===== config.mk =====
export PLATFORM = sky130hd
export DESIGN_NAME = gpc_pad_config_regs
export DESIGN_NICKNAME = d
export VERILOG_FILES = /design/src/design/gpc_pkg.sv /design/src/design/gpc_pad_config_regs.sv
export SDC_FILE = /design/constraint.sdc
export NUM_CORES = 1
export LEC_CHECK = 0
export ABC_AREA = 1
export BUFFER_PORTS_ARGS = -buffer_cell sky130_fd_sc_hd__buf_2
export CORE_ASPECT_RATIO = 0.9
export CORE_MARGIN = 2
export CORE_UTILIZATION = 25
export DETAILED_ROUTE_END_ITERATION = 7
export HOLD_SLACK_MARGIN = 0.02
export PLACE_DENSITY = 0.41
export SYNTH_ARGS = -nofsm -noshare
export SYNTH_HDL_FRONTEND = slang
export SYNTH_SLANG_ARGS = --single-unit

===== constraint.sdc =====
create_clock -name clk -period 1.9 [get_ports clk]
set_clock_uncertainty 0.1 [all_clocks]
set_input_delay 0.38 -clock clk [delete_from_list [all_inputs] [get_ports clk]]
set_output_delay 0.38 -clock clk [all_outputs]
set_load 0.05 [all_outputs]

===== src/design/gpc_pkg.sv =====
// Package with register map, field layout and reset values of the pad configuration block.
//
// How it works
// - Each first-group pin keeps the low bit of its drive code in the first drive register.
// - Each first-group pin keeps the high bit of its drive code in the second drive register.
// - The two drive bits of a pin decode to 2 mA, 4 mA, 8 mA or 12 mA at the pad.
// - Second-group drive low bits are a 15-bit field that resets to all ones (7fff).
// - Second-group drive high bits are a 15-bit field that resets to zero.
// - First-group slew bits select slow (0) or fast (1) and reset to zero.
// - Second-group slew bits select slow (0) or fast (1) and reset to zero.
// - Bit 15 of the first slew register picks the first-group and reset pad supply level.
// - Bit 15 of the second slew register picks the second-group pad supply level.
package gpc_pkg;
	// ========================================
	// Register offsets
	localparam logic [15:0] OFS_G1_DRV_LO = 16'hfa70;
	localparam logic [15:0] OFS_G1_DRV_HI = 16'hfa71;
	localparam logic [15:0] OFS_G1_SLEW = 16'hfa72;
	localparam logic [15:0] OFS_G2_DRV_LO = 16'hfa74;
	localparam logic [15:0] OFS_G2_DRV_HI = 16'hfa75;
	localparam logic [15:0] OFS_G2_SLEW = 16'hfa76;

	// ========================================
	// Field layout and reset values
	localparam int G1_PINS = 14;
	localparam int G2_PINS = 15;
	localparam int SUPPLY_BIT = 15;
	localparam logic [15:0] RST_G1_DRV_LO = 16'h0000;
	localparam logic [15:0] RST_G1_DRV_HI = 16'h0000;
	localparam logic [15:0] RST_G1_SLEW = 16'h0000;
	localparam logic [15:0] RST_G2_DRV_LO = 16'h7fff;
	localparam logic [15:0] RST_G2_DRV_HI = 16'h0000;
	localparam logic [15:0] RST_G2_SLEW = 16'h0000;
	localparam logic [15:0] MASK_G1_DRV = 16'h3fff;
	localparam logic [15:0] MASK_G1_SLEW = 16'hbfff;
	localparam logic [15:0] MASK_G2_DRV = 16'h7fff;
	localparam logic [15:0] MASK_G2_SLEW = 16'hffff;

	// One-hot drive strength select presented to a pad: bit 0 2 mA, 1 4 mA, 2 8 mA, 3 12 mA.
	localparam logic [3:0] SEL_2MA = 4'h1;
	localparam logic [3:0] SEL_4MA = 4'h2;
	localparam logic [3:0] SEL_8MA = 4'h4;
	localparam logic [3:0] SEL_12MA = 4'h8;

	typedef struct packed {
		logic [15:0] g1_drv_lo;
		logic [15:0] g1_drv_hi;
		logic [15:0] g1_slew;
		logic [15:0] g2_drv_lo;
		logic [15:0] g2_drv_hi;
		logic [15:0] g2_slew;
	} gpc_regs_t;

	localparam gpc_regs_t RST_REGS = '{RST_G1_DRV_LO, RST_G1_DRV_HI, RST_G1_SLEW,
		RST_G2_DRV_LO, RST_G2_DRV_HI, RST_G2_SLEW};
endpackage : gpc_pkg


===== src/design/gpc_pad_config_regs.sv =====
// Pad configuration register bank for two GPIO pad groups.
`timescale 1ns/10ps
module gpc_pad_config_regs (
	// Clock and reset
	input wire logic clk,
	input wire logic srst,
	// Register port
	input wire logic [15:0] reg_addr,
	input wire logic [15:0] reg_wdata,
	input wire logic reg_wr,
	input wire logic reg_rd,
	output logic [15:0] reg_rdata,
	// Pad controls, one-hot drive select per pin
	output logic [gpc_pkg::G1_PINS*4-1:0] g1_drive_sel,
	output logic [gpc_pkg::G2_PINS*4-1:0] g2_drive_sel,
	output logic [gpc_pkg::G1_PINS-1:0] g1_slew_fast,
	output logic [gpc_pkg::G2_PINS-1:0] g2_slew_fast,
	output logic g1_supply_level_select,
	output logic g2_supply_level_select
);
	// ========================================
	// Address decode
	// One select line per register. An unmapped address raises none of them, so a write
	// there is dropped and a read there returns zero with no further logic.
	// The same selects serve both the write path and the read path.
	logic hit_g1_drv_lo;
	logic hit_g1_drv_hi;
	logic hit_g1_slew;
	logic hit_g2_drv_lo;
	logic hit_g2_drv_hi;
	logic hit_g2_slew;

	always_comb begin
		hit_g1_drv_lo = 1'b0;
		hit_g1_drv_hi = 1'b0;
		hit_g1_slew = 1'b0;
		hit_g2_drv_lo = 1'b0;
		hit_g2_drv_hi = 1'b0;
		hit_g2_slew = 1'b0;
		unique case (reg_addr)
			gpc_pkg::OFS_G1_DRV_LO: begin
				hit_g1_drv_lo = 1'b1;
			end
			gpc_pkg::OFS_G1_DRV_HI: begin
				hit_g1_drv_hi = 1'b1;
			end
			gpc_pkg::OFS_G1_SLEW: begin
				hit_g1_slew = 1'b1;
			end
			gpc_pkg::OFS_G2_DRV_LO: begin
				hit_g2_drv_lo = 1'b1;
			end
			gpc_pkg::OFS_G2_DRV_HI: begin
				hit_g2_drv_hi = 1'b1;
			end
			gpc_pkg::OFS_G2_SLEW: begin
				hit_g2_slew = 1'b1;
			end
			default: begin
			end
		endcase
	end

	// ========================================
	// Write enables
	// A strobe is qualified only by its own address select, so writes may follow each other
	// or a read with no idle cycle between them.
	logic we_g1_drv_lo;
	logic we_g1_drv_hi;
	logic we_g1_slew;
	logic we_g2_drv_lo;
	logic we_g2_drv_hi;
	logic we_g2_slew;

	assign we_g1_drv_lo = reg_wr & hit_g1_drv_lo;
	assign we_g1_drv_hi = reg_wr & hit_g1_drv_hi;
	assign we_g1_slew = reg_wr & hit_g1_slew;
	assign we_g2_drv_lo = reg_wr & hit_g2_drv_lo;
	assign we_g2_drv_hi = reg_wr & hit_g2_drv_hi;
	assign we_g2_slew = reg_wr & hit_g2_slew;

	// ========================================
	// Write data masks
	// Reserved positions are cleared before a word reaches its register. They then hold zero
	// and read back as zero with no mask on the read path.
	logic [15:0] wdata_g1_drv;
	logic [15:0] wdata_g1_slew;
	logic [15:0] wdata_g2_drv;
	logic [15:0] wdata_g2_slew;

	always_comb begin
		wdata_g1_drv = reg_wdata & gpc_pkg::MASK_G1_DRV;
		wdata_g1_slew = reg_wdata & gpc_pkg::MASK_G1_SLEW;
		wdata_g2_drv = reg_wdata & gpc_pkg::MASK_G2_DRV;
		wdata_g2_slew = reg_wdata & gpc_pkg::MASK_G2_SLEW;
	end

	// ========================================
	// Register file
	// A write lands on the edge that takes it, so a read in the very next cycle already sees
	// the new word.
	// Reset restores every register at once, the all-ones group 2 low drive word included.
	gpc_pkg::gpc_regs_t regs;
	gpc_pkg::gpc_regs_t next_regs;

	always_comb begin
		next_regs = regs;
		if (we_g1_drv_lo) begin
			next_regs.g1_drv_lo = wdata_g1_drv;
		end
		if (we_g1_drv_hi) begin
			next_regs.g1_drv_hi = wdata_g1_drv;
		end
		if (we_g1_slew) begin
			next_regs.g1_slew = wdata_g1_slew;
		end
		if (we_g2_drv_lo) begin
			next_regs.g2_drv_lo = wdata_g2_drv;
		end
		if (we_g2_drv_hi) begin
			next_regs.g2_drv_hi = wdata_g2_drv;
		end
		if (we_g2_slew) begin
			next_regs.g2_slew = wdata_g2_slew;
		end
	end

	always_ff @(posedge clk) begin
		if (srst) begin
			regs <= gpc_pkg::RST_REGS;
		end else begin
			regs <= next_regs;
		end
	end

	// ========================================
	// Read enables
	// A read changes no register, so software may poll any address at any rate.
	logic re_g1_drv_lo;
	logic re_g1_drv_hi;
	logic re_g1_slew;
	logic re_g2_drv_lo;
	logic re_g2_drv_hi;
	logic re_g2_slew;

	assign re_g1_drv_lo = reg_rd & hit_g1_drv_lo;
	assign re_g1_drv_hi = reg_rd & hit_g1_drv_hi;
	assign re_g1_slew = reg_rd & hit_g1_slew;
	assign re_g2_drv_lo = reg_rd & hit_g2_drv_lo;
	assign re_g2_drv_hi = reg_rd & hit_g2_drv_hi;
	assign re_g2_slew = reg_rd & hit_g2_slew;

	// ========================================
	// Read data
	// The port returns zero in every cycle that does not follow a read, so a stale word never
	// looks like a fresh answer.
	// Only one select can be high, so the order of the tests below does not matter.
	logic [15:0] next_rdata;

	always_comb begin
		next_rdata = 16'h0000;
		if (re_g1_drv_lo) begin
			next_rdata = regs.g1_drv_lo;
		end
		if (re_g1_drv_hi) begin
			next_rdata = regs.g1_drv_hi;
		end
		if (re_g1_slew) begin
			next_rdata = regs.g1_slew;
		end
		if (re_g2_drv_lo) begin
			next_rdata = regs.g2_drv_lo;
		end
		if (re_g2_drv_hi) begin
			next_rdata = regs.g2_drv_hi;
		end
		if (re_g2_slew) begin
			next_rdata = regs.g2_slew;
		end
	end

	always_ff @(posedge clk) begin
		if (srst) begin
			reg_rdata <= 16'h0000;
		end else begin
			reg_rdata <= next_rdata;
		end
	end

	// ========================================
	// Drive strength decode
	// The pad cell wants a one-hot select, so the two stored bits of each pin are decoded
	// here rather than inside the pad ring.
	function automatic logic [3:0] decode_drive(input logic hi, input logic lo);
		logic [3:0] sel;
		sel = gpc_pkg::SEL_2MA;
		unique case ({hi, lo})
			2'b00: begin
				sel = gpc_pkg::SEL_2MA;
			end
			2'b01: begin
				sel = gpc_pkg::SEL_4MA;
			end
			2'b10: begin
				sel = gpc_pkg::SEL_8MA;
			end
			2'b11: begin
				sel = gpc_pkg::SEL_12MA;
			end
		endcase
		return sel;
	endfunction : decode_drive

	// Decoded from the next register values, so each pad select changes on the same edge as
	// the register bits behind it.
	logic [gpc_pkg::G1_PINS*4-1:0] next_g1_sel;
	logic [gpc_pkg::G2_PINS*4-1:0] next_g2_sel;

	// Group 2 has one pin more than group 1, so the loop runs over group 2.
	genvar i;
	generate
		for (i = 0; i < gpc_pkg::G2_PINS; i++) begin : g_pin
			logic g2_hi;
			logic g2_lo;
			assign g2_hi = next_regs.g2_drv_hi[i];
			assign g2_lo = next_regs.g2_drv_lo[i];
			assign next_g2_sel[i*4 +: 4] = decode_drive(g2_hi, g2_lo);
			if (i < gpc_pkg::G1_PINS) begin : g_g1
				logic g1_hi;
				logic g1_lo;
				assign g1_hi = next_regs.g1_drv_hi[i];
				assign g1_lo = next_regs.g1_drv_lo[i];
				assign next_g1_sel[i*4 +: 4] = decode_drive(g1_hi, g1_lo);
			end
		end
	endgenerate

	// ========================================
	// Group 1 drive select
	// Pin selects leave reset at 2 mA, the code held by two all-zero drive registers.
	always_ff @(posedge clk) begin
		if (srst) begin
			g1_drive_sel <= {gpc_pkg::G1_PINS{gpc_pkg::SEL_2MA}};
		end else begin
			g1_drive_sel <= next_g1_sel;
		end
	end

	// ========================================
	// Group 1 slew and supply
	// Bit 15 also sets the rail of the reset pad, which shares the group 1 supply.
	// The reserved bit 14 is not brought out.
	logic [gpc_pkg::G1_PINS-1:0] next_g1_slew_fast;
	logic next_g1_supply;

	always_comb begin
		next_g1_slew_fast = next_regs.g1_slew[gpc_pkg::G1_PINS-1:0];
		next_g1_supply = next_regs.g1_slew[gpc_pkg::SUPPLY_BIT];
	end

	always_ff @(posedge clk) begin
		if (srst) begin
			g1_slew_fast <= '0;
			g1_supply_level_select <= 1'b0;
		end else begin
			g1_slew_fast <= next_g1_slew_fast;
			g1_supply_level_select <= next_g1_supply;
		end
	end

	// ========================================
	// Group 2 drive select
	// The low drive bits reset to ones, so group 2 leaves reset at 4 mA rather than 2 mA.
	// Software that wants 2 mA there must clear the low drive register first.
	always_ff @(posedge clk) begin
		if (srst) begin
			g2_drive_sel <= {gpc_pkg::G2_PINS{gpc_pkg::SEL_4MA}};
		end else begin
			g2_drive_sel <= next_g2_sel;
		end
	end

	// ========================================
	// Group 2 slew and supply
	// Bit 14 belongs to the slew field here, so this register has no reserved bit.
	logic [gpc_pkg::G2_PINS-1:0] next_g2_slew_fast;
	logic next_g2_supply;

	always_comb begin
		next_g2_slew_fast = next_regs.g2_slew[gpc_pkg::G2_PINS-1:0];
		next_g2_supply = next_regs.g2_slew[gpc_pkg::SUPPLY_BIT];
	end

	always_ff @(posedge clk) begin
		if (srst) begin
			g2_slew_fast <= '0;
			g2_supply_level_select <= 1'b0;
		end else begin
			g2_slew_fast <= next_g2_slew_fast;
			g2_supply_level_select <= next_g2_supply;
		end
	end
endmodule : gpc_pad_config_regs


# Yosys cells after proc, flatten, opt, wreduce, memory -nomap -nowiden
# Index checks and enable logic that the tools add are counted.
# word_totals
output_inout_bits	163
register_bits	252
inputBits	36
# op_classes
mux	47
eq_ne	93
n_bitwise	12
reduce_logical	29
# ops
op	n
$pmux W4 S4	29
$eq A2 B2 Y1 const B	58
$mux W16	7
$eq A16 B16 Y1 const B	6
$eq A2 B1 Y1 const B	29
$logic_not A2 Y1	29
$mux W14	3
$mux W15	2
$and A1 B1 Y1	12
$mux W1	6

# Logic depth before layout (Yosys ltp)
# logic_depth
depth_word	9
mapped_depth	15
ltp_nobuf	14

# Least setup slack after synthesis
# Ideal clock, no wire load.
# synth_path
kind	in2reg
from	input reg_addr[6]
to	register reg_rdata[11]
arrival_time_ns	1.542
n_path_buf	1
setup_ns	0.128
cell_stages	14
setup_slack_ns	0.130
path_cell_list	inv_1 nor2_1 nand2_1 nor2_1 nand3_1 nor2_4 inv_2 buf_2 nand2_1 inv_1 nand2_1 nand2_1 nand2_1 a21oi_1
# synth_between
elab_chain_cells	9
# synth_rtl
element	line_no	text
start: declaration	gpc_pad_config_regs.sv:8	input wire logic [15:0] reg_addr,
$eq A16 B16 Y1	gpc_pad_config_regs.sv:40	unique case (reg_addr)
$mux W1	gpc_pad_config_regs.sv:40	
$and A1 B1 Y1	gpc_pad_config_regs.sv:146	assign re_g1_drv_lo = reg_rd & hit_g1_drv_lo;
$mux W14	gpc_pad_config_regs.sv:162	if (re_g1_drv_lo) begin
$mux W16	gpc_pad_config_regs.sv:165	if (re_g1_drv_hi) begin
$mux W16	gpc_pad_config_regs.sv:168	if (re_g1_slew) begin
$mux W16	gpc_pad_config_regs.sv:171	if (re_g2_drv_lo) begin
$mux W16	gpc_pad_config_regs.sv:174	if (re_g2_drv_hi) begin
$mux W16 *	gpc_pad_config_regs.sv:177	if (re_g2_slew) begin
end signal: assignment	gpc_pad_config_regs.sv:186	reg_rdata <= next_rdata;
end: declaration	gpc_pad_config_regs.sv:12	output logic [15:0] reg_rdata,
# Mark *: on every way between the ends. The rest lies on a longest branch, timed or not.
# A chain may end at the register's enable or synchronous reset.

==> metrics.yaml <==
yosys_warnings: 0
synth_seq_area_share_pct: 52.73
grt_pass1_wl_um: 39610
cts_tree: "yes"
setup_viol: 0
clk_pin_slew_worst_paths_ps: 60
drtIter0Drc: 256
synth_cells: 1061
insertion_delay_ps: 550
via_per_inst: 4.028
slew_headroom_pct: 70.20
wl_per_cell_um: 15.33
design.core.area_mm2: 0.03303
htreeDepth: 1
area_growth_pct: 30.46
final_nets: 1305
start_util_pct: 25.40
num_rows: 63
peakVddDrop_mv: 0.6139
nFillCells: 3544
outcome: "finished, final reports clean"
die_w_um: 197.1
timing.hold.ws_ps: 51.25
grt_max_degree: 54
avgSynthCellArea_um2: 7.908
rsz0062_at_grt: "no"
yosys-top-cells-area: "dfxtp_1, nand2_1, inv_1"
path_max_fanout: 3
critical_path_class: "register to output port"
ctsResizeCount: 0
ant_nets: 0
port_buffers: 198
critPathArrivalTime_ps: 1250
ioPinCount: 199
setup_slack_ps: 165.1
drcViolationCount: 0
grt_usage_pct: 14.90
pre_cts_slack_ps: -268.9
syn-cell-area_mm2: 0.008391
ys_ff_latch: 221
postCtsSetupRepairBufs: 0
route.vias.total: 6888
grt.overflow.total: 0
clock-root-buffer: "clkbuf_16"
worstSetupStartpointType: "register"
dieArea_mm2: 0.03505
clock_sinks: 221
timing.max_cap.violations: 0
worstSetupEndpointType: "output port"
synth_largest_area_cell: "dfxtp_1"
critPathBufInv: 1
die_y_um: 177.8
dp_hpwl_um: 19820
routed_wl_um: 26220
required_ps: 1420
place_congestion: 0.8041
syn_nets: 1097
p_leak_uw: 0.005384
synth_cell_types: 28
clock.fmax_ghz: 0.5764
drive_gt1_share_pct: 31.68
hold_violations: 0
cts_buffers: 25
yosysTopAreaCellShare_pct: 52.73
critPathSlowestCell: "dfxtp_1"
fin_crit_ps: 1735
hp-class: "input port to register"
antenna_cells: 0
firstDrtPassIters: 4
p_per_area_mw_per_mm2: 920.6
cts_hold_buf: 0
cpPeakStageDelay_ps: 400
grt_pass1_vias: 6810
timing.final.crit_share_pct: 91.31
crit_family: "flip-flops"
clk_path_buf_depth: 3
worst_pin_slew_ps: 446.3
path_cells: "buf_2"
antenna_found_initial: 0
slew_viol_final: 0
Yosys cell counts:
library cell,number
a21oi_1,52
buf_1,4
buf_2,12
buf_4,31
buf_6,2
clkbuf_1,26
dfxtp_1,221
inv_1,135
inv_2,40
nand2_1,187
nand2_2,1
nand2_4,1
nand3_1,49
nand3_2,1
nand3_4,1
nand4_1,6
nor2_1,118
nor2_2,4
nor2_4,18
nor2_8,1
nor3_1,21
nor3_2,1
o211ai_1,1
o21ai_0,62
o21ai_1,20
o21ai_2,32
or2_0,7
or2_2,7
where the power goes:
| part | total (uW) | leakage, uW | internal [uW] | switching (uW) |
|---|---|---|---|---|
| clock | 5180 | 0.000432 | 3110 | 2070 |
| sequential | 4630 | 0.00178 | 4630 | 0.0304 |
| combinational | 264 | 0.00317 | 77.8 | 186 |
| total | 10100 | 0.00538 | 7820 | 2250 |
worst paths after layout:
check	from	end	slack (ps)	cells after the start
min	reg_wdata[15]	regs[15]	50	3
min reg2reg	regs[1]	regs[1]	360	2
max reg2reg	regs[57]	reg_rdata[9]	730	8
max	regs[9]	g2_slew_fast[9]	170	1
kinds of logic after synthesis:
group,share of synthesized area [%]
flip-flops,52.73
AND/OR/NAND/NOR,22.92
buffers and inverters,12.93
AO/OA/AOI/OAI,11.42
cells in the final DEF, fill, tap and decap left out:
master | synthesis | routed
nand3_4 | 1 | 1
clkinv_2 | 0 | 4
clkinv_4 | 0 | 2
inv_1 | 135 | 134
nand2_2 | 1 | 1
inv_16 | 0 | 1
o21ai_2 | 32 | 32
bufinv_16 | 0 | 4
dfxtp_1 | 221 | 221
buf_12 | 0 | 11
nor3_1 | 21 | 21
buf_4 | 31 | 47
clkbuf_8 | 0 | 3
inv_6 | 0 | 2
nor2_2 | 4 | 4
o211ai_1 | 1 | 1
clkbuf_16 | 0 | 25
nor3_2 | 1 | 1
inv_2 | 40 | 41
nor2_1 | 118 | 118
nand3_1 | 49 | 49
nand2_4 | 1 | 1
nand4_1 | 6 | 6
nand3_2 | 1 | 1
or2_2 | 7 | 7
buf_2 | 12 | 198
clkbuf_1 | 26 | 2
clkinvlp_4 | 0 | 3
nor2_8 | 1 | 1
or2_0 | 7 | 7
nor2_4 | 18 | 18
a21oi_1 | 52 | 52
o21ai_0 | 62 | 62
nand2_1 | 187 | 187
o21ai_1 | 20 | 20
cell type report:
cell class | count | area, um2 | share of cell area, %
clock buffers | 30 | 674.4 | 6.161
clock inverters | 16 | 217.7 | 1.989
inverters | 175 | 656.9 | 6.001
multi-input cells | 590 | 2882 | 26.32
flip-flops and latches | 221 | 4424 | 40.42
well taps | 422 | 528.0 | 4.823
repair buffers | 256 | 1564 | 14.29
registers in the layout, summed over array words and instances, names as in the netlist:
| register | flops |
|---|---|
| regs | 89 |
| g2_drive_sel | 60 |
| g1_drive_sel | 56 |
| reg_rdata | 16 |
worst min-delay path, stage by stage:
cell and delay, ps:
buf_2 90, o21ai_0 70, a21oi_1 100
metal layers:
metal | track usage, % | vias up | part of all wire, %
met1 | 19.46 | 3033 | 47
met4 | 3.947 | 0 | 2.6
li1 | - | 3652 | -
met2 | 25.09 | 168 | 45
met5 | 0 | - | 0
met3 | 3.003 | 35 | 5.1
through the flow:
step / util [%] / instances / area, um2 / TNS (ps) / power, uW
after floorplan: - / 1061 / 8391 / 0 / 4851
after global placement: 30.44 / 1664 / 10050 / -18510 / 5009
after detailed placement: 30.44 / 1664 / 10050 / -19190 / 5007
after CTS: 33.14 / 1710 / 10950 / 0 / 10250
after global routing: 33.14 / 1710 / 10950 / 0 / 10430
final: 33.14 / 1710 / 10950 / 0 / 10080
No activity file was read; power rests on OpenSTA's default activity.
